## src/rtl/umc_mode_regs.vh

```
// Constants for the UART mode and control block
`ifndef UMC_MODE_REGS_VH
`define UMC_MODE_REGS_VH

// Timing: host reset pulse and clock period, both in ns
`define UMC_CLK_PERIOD_NS 40
`define UMC_RST_MIN_NS 40
// Least time rounds up, never below one cycle
`define UMC_RST_MIN_CYC_RAW ((`UMC_RST_MIN_NS + `UMC_CLK_PERIOD_NS - 1) / `UMC_CLK_PERIOD_NS)
`define UMC_RST_MIN_CYC ((`UMC_RST_MIN_CYC_RAW < 1) ? 1 : `UMC_RST_MIN_CYC_RAW)
`define UMC_RST_CNT_W 4
`define UMC_RST_CNT_ZERO 4'h0
`define UMC_RST_CNT_ONE 4'h1

// Bus style select pin levels
`define UMC_STYLE_STROBE 1'h1
`define UMC_STYLE_RWLINE 1'h0

// Duplex select pin level for half duplex
`define UMC_DUPLEX_HALF 1'h1

// Channel indexes and count
`define UMC_NUM_CHAN 2
`define UMC_CHAN_A 0
`define UMC_CHAN_B 1
`define UMC_CHAN_ADDR_A 1'h0
`define UMC_CHAN_ADDR_B 1'h1

// Serial line idle (mark) level
`define UMC_LINE_IDLE 1'h1

// Widths and bus idle values
`define UMC_ADDR_W 3
`define UMC_DATA_W 8
`define UMC_ADDR_IDLE 3'h0
`define UMC_DATA_IDLE 8'h00
`define UMC_CHAN_IDLE 2'h0
`define UMC_CHAN_MARK 2'h3

// Reset sequencer states, one-hot
`define UMC_ST_RUN 3'h1
`define UMC_ST_HOLD 3'h2
`define UMC_ST_SYNC 3'h4

`endif

```

## src/rtl/umc_sync.v

```verilog
// Two-flop level synchroniser
`timescale 1ns/1ps

module umc_sync
(
    input wire mclk,
    input wire resetn,
    input wire d,
    output wire q
);

reg meta_r;
reg sync_r;

always @(posedge mclk)
begin
    if (!resetn)
    begin
        meta_r <= 1'h0;
        sync_r <= 1'h0;
    end
    else
    begin
        meta_r <= d;
        sync_r <= meta_r;
    end
end

assign q = sync_r;

endmodule // umc_sync

```

## src/rtl/umc_mode_ctrl.v

```verilog
// Mode, reset, bus isolation and transceiver control of a dual UART
`timescale 1ns/1ps
`include "umc_mode_regs.vh"

module umc_mode_ctrl
(
    input wire mclk,
    input wire resetn,
    // Mode pins
    input wire bus_style_sel,
    input wire host_reset_pin,
    input wire duplex_select_a,
    input wire duplex_select_b,
    input wire bus_isolate_request,
    input wire pump_autosleep,
    input wire osc_input,
    input wire uart_sleep,
    input wire rx_b_single_sel,
    // Host bus pins
    input wire host_cs_a_n,
    input wire second_chip_select,
    input wire host_rd_n,
    input wire host_wr_n,
    input wire [`UMC_ADDR_W-1:0] host_addr,
    input wire [`UMC_DATA_W-1:0] host_wdata,
    // Host bus towards the UART core
    output reg core_cs_a,
    output reg core_cs_b,
    output reg core_rd,
    output reg core_wr,
    output reg [`UMC_ADDR_W-1:0] core_addr,
    output reg [`UMC_DATA_W-1:0] core_wdata,
    // Interrupts from the core and the pins
    input wire core_irq_a,
    input wire core_irq_b,
    input wire core_irq_out_en,
    output reg irq_channel_a_o,
    output reg irq_channel_a_oe,
    output reg irq_channel_b_o,
    output reg irq_channel_b_oe,
    // Serial data between core and line
    input wire [`UMC_NUM_CHAN-1:0] core_tx_data,
    input wire [`UMC_NUM_CHAN-1:0] core_tx_drive,
    input wire [`UMC_NUM_CHAN-1:0] line_rx_data,
    input wire chan_b_serial_in,
    output reg [`UMC_NUM_CHAN-1:0] core_rx_data,
    output reg [`UMC_NUM_CHAN-1:0] line_tx_data,
    output reg [`UMC_NUM_CHAN-1:0] line_drv_en,
    output reg [`UMC_NUM_CHAN-1:0] line_rcv_en,
    output reg [`UMC_NUM_CHAN-1:0] half_duplex,
    output reg chan_b_serial_out,
    // Reset, oscillator and pump
    output reg uart_reset,
    output reg osc_output,
    output reg pump_enable
);

////////////////////////////////////////////////////////////////////////////////
// Reset pin decode and sequencer
wire reset_raw;
wire reset_sync;
reg [2:0] rst_state_r;
reg [2:0] rst_state_nxt;
reg [`UMC_RST_CNT_W-1:0] rst_cnt_r;
reg [`UMC_RST_CNT_W-1:0] rst_cnt_nxt;
wire rst_min_met;
wire uart_reset_nxt;
// Polarity follows the bus style pin
assign reset_raw = (bus_style_sel == `UMC_STYLE_STROBE) ? host_reset_pin : ~host_reset_pin;
umc_sync u_rst_sync
(
    .mclk(mclk),
    .resetn(resetn),
    .d(reset_raw),
    .q(reset_sync)
);
assign rst_min_met = (rst_cnt_r >= `UMC_RST_MIN_CYC);

always @*
begin
    rst_state_nxt = rst_state_r;
    rst_cnt_nxt = rst_cnt_r;
    case (rst_state_r)
        `UMC_ST_RUN:
        begin
            // Entry into hold already counts the edge that saw the pin
            rst_cnt_nxt = `UMC_RST_CNT_ONE;
            if (reset_raw)
                rst_state_nxt = `UMC_ST_HOLD;
        end
        `UMC_ST_HOLD:
        begin
            if (!rst_min_met)
                rst_cnt_nxt = rst_cnt_r + `UMC_RST_CNT_ONE;
            if (!reset_raw && rst_min_met)
                rst_state_nxt = `UMC_ST_SYNC;
        end
        `UMC_ST_SYNC:
        begin
            // Wait until the synchronised copy also shows release
            if (reset_raw)
                rst_state_nxt = `UMC_ST_HOLD;
            else if (!reset_sync)
                rst_state_nxt = `UMC_ST_RUN;
        end
        default:
        begin
            rst_state_nxt = `UMC_ST_HOLD;
            rst_cnt_nxt = `UMC_RST_CNT_ZERO;
        end
    endcase
end

// Raw pin term makes assertion take effect at the very next edge
assign uart_reset_nxt = reset_raw || (rst_state_r != `UMC_ST_RUN);

always @(posedge mclk)
begin
    if (!resetn)
    begin
        rst_state_r <= `UMC_ST_HOLD;
        rst_cnt_r <= `UMC_RST_CNT_ZERO;
        uart_reset <= 1'h1;
    end
    else
    begin
        rst_state_r <= rst_state_nxt;
        rst_cnt_r <= rst_cnt_nxt;
        uart_reset <= uart_reset_nxt;
    end
end

////////////////////////////////////////////////////////////////////////////////
// Oscillator and charge pump
wire osc_output_nxt = osc_input & ~uart_sleep;
always @(posedge mclk)
begin
    if (!resetn)
    begin
        osc_output <= 1'h0;
        pump_enable <= 1'h1;
    end
    else
    begin
        osc_output <= osc_output_nxt;
        // Uses the driven oscillator output, so pump stops only once sleep shows on the pin
        pump_enable <= ~(pump_autosleep & ~osc_output);
    end
end

////////////////////////////////////////////////////////////////////////////////
// Host bus decode and isolation
reg cs_a_nxt;
reg cs_b_nxt;
reg rd_nxt;
reg wr_nxt;
wire isolate = bus_isolate_request & uart_sleep;

always @*
begin
    cs_a_nxt = 1'h0;
    cs_b_nxt = 1'h0;
    rd_nxt = 1'h0;
    wr_nxt = 1'h0;
    // No select or strobe reaches the core while isolated or while its reset is pending
    if (!isolate && !uart_reset_nxt)
    begin
        if (bus_style_sel == `UMC_STYLE_STROBE)
        begin
            // Separate chip selects, separate low-active strobes
            cs_a_nxt = ~host_cs_a_n;
            cs_b_nxt = ~second_chip_select;
            rd_nxt = ~host_rd_n;
            wr_nxt = ~host_wr_n;
        end
        else
        begin
            // One chip select; write pin is read-high / write-low
            cs_a_nxt = ~host_cs_a_n & (second_chip_select == `UMC_CHAN_ADDR_A);
            cs_b_nxt = ~host_cs_a_n & (second_chip_select == `UMC_CHAN_ADDR_B);
            rd_nxt = host_wr_n;
            wr_nxt = ~host_wr_n;
        end
    end
end
always @(posedge mclk)
begin
    if (!resetn)
    begin
        core_cs_a <= 1'h0;
        core_cs_b <= 1'h0;
        core_rd <= 1'h0;
        core_wr <= 1'h0;
        core_addr <= `UMC_ADDR_IDLE;
        core_wdata <= `UMC_DATA_IDLE;
    end
    else
    begin
        core_cs_a <= cs_a_nxt;
        core_cs_b <= cs_b_nxt;
        core_rd <= rd_nxt;
        core_wr <= wr_nxt;
        // Address and data frozen while isolated to stop toggling inside
        if (!isolate)
        begin
            core_addr <= host_addr;
            core_wdata <= host_wdata;
        end
    end
end

////////////////////////////////////////////////////////////////////////////////
// Interrupt pins
always @(posedge mclk)
begin
    if (!resetn || uart_reset_nxt)
    begin
        irq_channel_a_o <= 1'h0;
        irq_channel_a_oe <= 1'h0;
        irq_channel_b_o <= 1'h0;
        irq_channel_b_oe <= 1'h0;
    end
    else if (bus_style_sel == `UMC_STYLE_STROBE)
    begin
        irq_channel_a_o <= core_irq_a;
        irq_channel_a_oe <= core_irq_out_en;
        irq_channel_b_o <= core_irq_b;
        irq_channel_b_oe <= core_irq_out_en;
    end
    else
    begin
        // Shared open drain: only ever pulls low
        irq_channel_a_o <= 1'h0;
        irq_channel_a_oe <= core_irq_a | core_irq_b;
        irq_channel_b_o <= 1'h0;
        irq_channel_b_oe <= 1'h0;
    end
end

////////////////////////////////////////////////////////////////////////////////
// Per-channel transceiver control
wire [`UMC_NUM_CHAN-1:0] duplex_pin;
wire [`UMC_NUM_CHAN-1:0] rx_source;
assign duplex_pin[`UMC_CHAN_A] = duplex_select_a;
assign duplex_pin[`UMC_CHAN_B] = duplex_select_b;
assign rx_source[`UMC_CHAN_A] = line_rx_data[`UMC_CHAN_A];
assign rx_source[`UMC_CHAN_B] = rx_b_single_sel ? chan_b_serial_in : line_rx_data[`UMC_CHAN_B];
genvar ch;
generate
    for (ch = 0; ch < `UMC_NUM_CHAN; ch = ch + 1)
    begin : g_chan
        wire half = (duplex_pin[ch] == `UMC_DUPLEX_HALF);
        always @(posedge mclk)
        begin
            if (!resetn || uart_reset_nxt)
            begin
                // Line held at mark, received data ignored
                line_tx_data[ch] <= `UMC_LINE_IDLE;
                core_rx_data[ch] <= `UMC_LINE_IDLE;
                line_drv_en[ch] <= 1'h0;
                line_rcv_en[ch] <= 1'h1;
                half_duplex[ch] <= half;
            end
            else
            begin
                line_tx_data[ch] <= core_tx_data[ch];
                half_duplex[ch] <= half;
                // Half duplex shares the pair, so the receiver is off while driving
                line_drv_en[ch] <= half ? core_tx_drive[ch] : 1'h1;
                line_rcv_en[ch] <= half ? ~core_tx_drive[ch] : 1'h1;
                core_rx_data[ch] <= (half && core_tx_drive[ch]) ? `UMC_LINE_IDLE : rx_source[ch];
            end
        end
    end
endgenerate

always @(posedge mclk)
begin
    if (!resetn || uart_reset_nxt)
        chan_b_serial_out <= `UMC_LINE_IDLE;
    else
        chan_b_serial_out <= core_tx_data[`UMC_CHAN_B];
end

endmodule // umc_mode_ctrl

```

## config.mk

```make
export PLATFORM = sky130hd
export DESIGN_NAME = umc_mode_ctrl
export DESIGN_NICKNAME = d
export VERILOG_FILES = /design/src/rtl/umc_sync.v /design/src/rtl/umc_mode_ctrl.v
export VERILOG_INCLUDE_DIRS = /design/src /design/src/rtl
export SDC_FILE = /design/constraint.sdc
export NUM_CORES = 1
export LEC_CHECK = 0
export BUFFER_PORTS_ARGS = -buffer_cell sky130_fd_sc_hd__buf_2
export CAP_MARGIN = 20
export CORE_MARGIN = 4
export CORE_UTILIZATION = 49
export CTS_CLUSTER_SIZE = 28
export DETAILED_ROUTE_END_ITERATION = 7
export GPL_ROUTABILITY_DRIVEN = 0
export GPL_TIMING_DRIVEN = 0
export PLACE_DENSITY = 0.83
export SETUP_SLACK_MARGIN = 0.15
export SLEW_MARGIN = 20
export SYNTH_ARGS = -nofsm -noshare
export SYNTH_HDL_FRONTEND = slang
export SYNTH_SLANG_ARGS = --single-unit
export TNS_END_PERCENT = 20
```

## constraint.sdc

```tcl
create_clock -name mclk -period 2.25 [get_ports mclk]
set_input_delay 0.5625 -clock mclk [delete_from_list [all_inputs] [get_ports mclk]]
set_output_delay 0.5625 -clock mclk [all_outputs]
set_load 0.005 [all_outputs]
```

# == Yosys cells after proc, flatten, opt, wreduce, memory -nomap -nowiden ==
# Index checks and enable logic that the tools add are counted.
# word_totals
reg_bits,41
elab_cells,90
n_memories,0
output_inout_bits,33
latch_bits,0
ramBits,0
in_bits,36
mem_bits_ro,0
# op_classes
n_lt_le_gt_ge,1
n_eq_ne,8
n_mux,15
shift,0
n_mul,0
n_bitwise,20
add_sub_neg,1
n_div,0
n_reduce_logical,18
# op_table
operator,count
$not 1->1,14
$mux 3,4
$pmux 4 s3,1
$reduce_or 2->1,5
$pmux 3 s3,1
$mux 1,8
$ne 2x2->1 const B,3
$and 1x1->1,5
$add 4x1->4 const B,1
$ge 4x1->1 const B,1
$logic_and 1x1->1,4
$logic_not 1->1,4
$mux 4,1
$reduce_and 2->1,2
$eq 3x1->1 const B,1
$eq 3x2->1 const B,1
$eq 3x3->1 const B,1
$ne 3x1->1 const B,1
$ne 3x3->1 const B,1
$reduce_and 3->1,1
$logic_or 1x1->1,2
$or 1x1->1,1

# == Logic depth before layout (Yosys ltp) ==
# depth
depth_word,6
depth_mapped,6
ltp_nobuf,5

# == By module ==
# From an unflattened synthesis, not the netlist that was laid out.
# unflattened
hier_cells,158
hier_area_um2,1551.5
# modules_own_cells
mod,seq_area_each_um2,cells_per_inst,area_each_um2,instances
umc_mode_ctrl,780.7,154,1498.9,1
umc_sync,40.0,4,52.6,1

# == Least setup slack after synthesis ==
# No wires, ideal clock.
# synth_path
path_kind,input port to flip-flop
from,input port bus_style_sel
to,register core_rd
path_buffers,2
path_slack_ns,0.646
stages,6
setup_ns,0.099
t_required_ns,2.151
arrival_time_ns,1.505
cell_sequence,buf_6 > xor2_2 > and3_1 > buf_6 > inv_6 > a2111oi_4
# synth_between
elab_chain_len,5
elab_cells_between_ends,6
cone_classes,mux (2); reduce/logical (4)
# synth_rtl
item,line_no,source
start: declaration,umc_mode_ctrl.v:10,"input wire bus_style_sel,"
$mux 1,umc_mode_ctrl.v:69,assign reset_raw = (bus_style_sel == `UMC_STYLE_STROBE) ? host_reset_pin : ~host_reset_pin;
$logic_or 1x1->1,umc_mode_ctrl.v:115,assign uart_reset_nxt = reset_raw || (rst_state_r != `UMC_ST_RUN);
$logic_not 1->1,umc_mode_ctrl.v:166,if (!isolate && !uart_reset_nxt)
$logic_and 1x1->1,umc_mode_ctrl.v:166,
$reduce_and 2->1 (no line),-,
end signal: assignment,umc_mode_ctrl.v:201,core_rd <= rd_nxt;
end: declaration,umc_mode_ctrl.v:29,"output reg core_rd,"
# Parallel ways exist; a longest one is shown, timed or not.
# A chain may end at the register's enable or synchronous reset.

# == Final worst setup path ==
# layout_path
from,register rst_cnt_r[1]
to,register rst_cnt_r[1]
# layout_between
elab_chain_len,3
elab_cells_between_ends,6
cone_classes,add/sub (1); order compare (1); eq/ne (1); mux (2); reduce/logical (1)
# layout_rtl
item,line_no,source
start: declaration,umc_mode_ctrl.v:64,reg [`UMC_RST_CNT_W-1:0] rst_cnt_r;
start signal: assignment,umc_mode_ctrl.v:122,rst_cnt_r <= `UMC_RST_CNT_ZERO;
start signal: assignment,umc_mode_ctrl.v:128,rst_cnt_r <= rst_cnt_nxt;
$add 4x1->4 (no line) / $ge 4x1->1 (equally long branches),-,
$mux 4 / $ne 2x2->1 (equally long branches),-,
$pmux 4 s3 / $reduce_and 2->1 (equally long branches),-,
# Parallel ways exist; a longest one is shown, timed or not. The select of a mux whose other input is x is not followed.

==> results.toml <==
[yosys]
synthMuxAreaShare_pct = 2.00
synth_compound_area_share_pct = 10.8
syn_nets = 196
synth.distinct_cells = 32
syn_inst = 157
yosysTopAreaCell = "dfxtp_1"
synthFlopType = "dfxtp_1"
seq_area_frac_synth_pct = 54.7
synth_xor_area_share_pct = 1.08
ys_top_cells_by_count = "dfxtp_1 (41), nand2_1 (27), a21oi_1 (19)"
synth_seq_cells = 41
synth-edff-count = 0
synth_top_family_by_area = "simple AND/OR/NAND/NOR gates"
ys_warn_count = 0
synthDominantCellAreaShare_pct = 54.7
yosys.area_share.simple_pct = 22.6
synthArstFlopShare_pct = 0
synth_area_per_cell_um2 = 9.56
synth_fa_ha_area_share_pct = 2.50
yosysMostFrequentCell = "dfxtp_1"
syn_area_um2 = 1500
synth.area.top_cells = "dfxtp_1 (55%), nand2_1 (6.8%), a21oi_1 (6.3%), ha_1 (2.5%), mux2i_1 (2.0%)"

[global_routing]
grt_antenna_before_repair = 0
grt-ovfl-total = 0
grt_pass1_vias = 1277
grt_pass1_wl_mm = 5.51
grt_max_degree = 13
grt_usage_pct = 17.6

[clocking]
cts_inserted_buffers = 5
clkLatencyLatePin_ns = 0.34
cts_setup_buffers = 0
h-tree-depth = 2
clock_sinks = 41
tritoncts = "yes"
cts_root_buf = "clkbuf_4"
clock_path_buffers = 2
cts-resized-gates = 0
holdBufCountCts = 0
clkTransAtPathRegs_ns = 0.11

[critical_path]
critPathMaxFanout = 4
path_class = "flop to flop"
path_buf_inv = 1
end_kind = "flop"
slowest_stage = "nor4b_1"
critPathLaunchType = "flop"
worstPathRequired_ns = 2.52
worstPathCellList = "inv_1 > ha_1 > nor4b_1 > a32oi_1 > a21oi_1"
arrival_ns = 1.99
cp_top_family = "simple AND/OR/NAND/NOR gates"
cp_slowest_stage_delay_ns = 0.64

[power_and_ir_drop]
peakVddDrop_v = 0.000607
p_leak_nw = 0.926
p_total_mw = 1.51
power.density_nw_per_um2 = 775

[timing]
setup_viol = 0
hold_viol = 0
clock-skew-final_ns = 0.00776
finalCriticalPeriod_ns = 1.72
setup_slack_ns = 0.528
slew_violations = 0
hold_slack_ns = 0.362
rsz0062_at_grt = "no"
tns_ns = 0
finalCritPeriodShare_pct = 76.5
worstMarginPinSlew_ns = 0.765
fmax_ghz = 0.581
relSlewSlack_pct = 48.3

[cells_and_area]
areaGrowthSynthToFinish_pct = 29.6
utilization_pct = 68.2
drive_above_1_share_pct = 37.1
layout.nets = 270
antenna_cells = 0

[min_path]
hold_path_class = "input pin to flop"

[floorplan]
num_io_pins = 69
die_w_um = 63.4
num_rows = 19
die-area_um2 = 4010
die_y_um = 63.4
core_area_um2 = 2850
initial_core_util_pct = 52.6

[route]
via_count = 1283
wl_per_cell_um = 12.6
drtPass1Iterations = 5
drt_iter0_markers = 57
postRouteAntennaNets = 0
drt_wl_total_mm = 3.31
drcViolationCount = 0
viasPerCell = 4.88

[status]
outcome = "finished, final reports clean"

[flow_run]
maxCapViolCount = 0

[place]
pre_cts_slack_ns = 0.513
portBuffers = 67
place_hpwl_mm = 2.54
-- power by group --
part           switching [mW]  internal [mW]
logic                   0.152          0.147
clock network           0.224          0.181
registers              0.0360          0.769
-- registers in the layout, summed over array words and instances, names as in the netlist, 2 cells and up --
register and flops:
half_duplex 2, rst_state_r 3, rst_cnt_r 4, core_addr 3, core_wdata 8, line_drv_en 2, line_rcv_en 2, core_rx_data 2
-- cells by family after synthesis --
kind of cell / Yosys count
AOI/OAI and AO/OA: 26
xor gates and xnor gates: 1
adders and majority gates: 3
buffers and inverters: 18
DFF: 41
muxes: 3
and+or+nand+nor: 65
-- cell type report --
class                   count  area, um2
fillers                   240        907
flip-flops and latches     41        821
multi-input cells          98        586
repair buffers             67        335
clock buffers               7       65.1
plain buffers               9       56.3
inverters                   9       38.8
well taps                  31       38.8
clock inverters             1       5.00
-- path summary, 6_finish.rpt --
| kind | startpoint | endpoint | slack (ns) | depth (start not counted) |
|---|---|---|---|---|
| worst min register to register | u_rst_sync.meta_r | u_rst_sync.q | 0.45 | 1 |
| worst max-delay path | rst_cnt_r[1] | rst_cnt_r[1] | 0.53 | 5 |
| worst max register to register | rst_cnt_r[1] | rst_cnt_r[1] | 0.53 | 5 |
| worst min-delay path | duplex_select_a | half_duplex[0] | 0.36 | 1 |
-- worst reg2reg max path, delay by kind of cell, from the launching register on --
kind	cells	cell delay, ns
compound gates	2	0.37
fa+ha+maj	1	0.19
buf+inv	1	0.07
flops	1	0.38
simple gates	1	0.64
-- cell usage in the layout (no fill, tap or decap), types with 2 or more instances in the layout --
cell type	netlist	final
a21oi_1	19	19
and2_1	2	2
and3_1	4	4
buf_2	3	70
buf_6	2	2
clkbuf_1	3	3
clkbuf_4	0	5
clkbuf_8	0	2
dfxtp_1	41	41
ha_1	3	3
inv_1	8	8
mux2i_1	3	3
nand2_1	27	27
nand2b_1	2	2
nand3_1	4	4
nand3b_1	2	2
nor2_1	6	6
nor2b_1	3	3
nor3_1	5	5
nor3b_1	2	2
nor4b_1	2	2
o21ai_0	3	3
or2b_1	2	2
-- through the flow --
stage / std cells / instance area (um2)
2_1_floorplan: 157 / 1500
3_3_place_gp: 255 / 1880
3_5_place_dp: 255 / 1880
4_1_cts: 263 / 1950
5_1_grt: 263 / 1950
6_report: 263 / 1950
-- layer usage --
layer  share of wire [%]  GRT usage [%]  vias up
met3                 6.0           4.97        6
met5                   0              0        -
met2                  50           29.9       43
met4                 2.4           9.70        0
li1                    -              -      673
met1                  41           19.7      561
No activity file was read; power rests on OpenSTA's default activity.
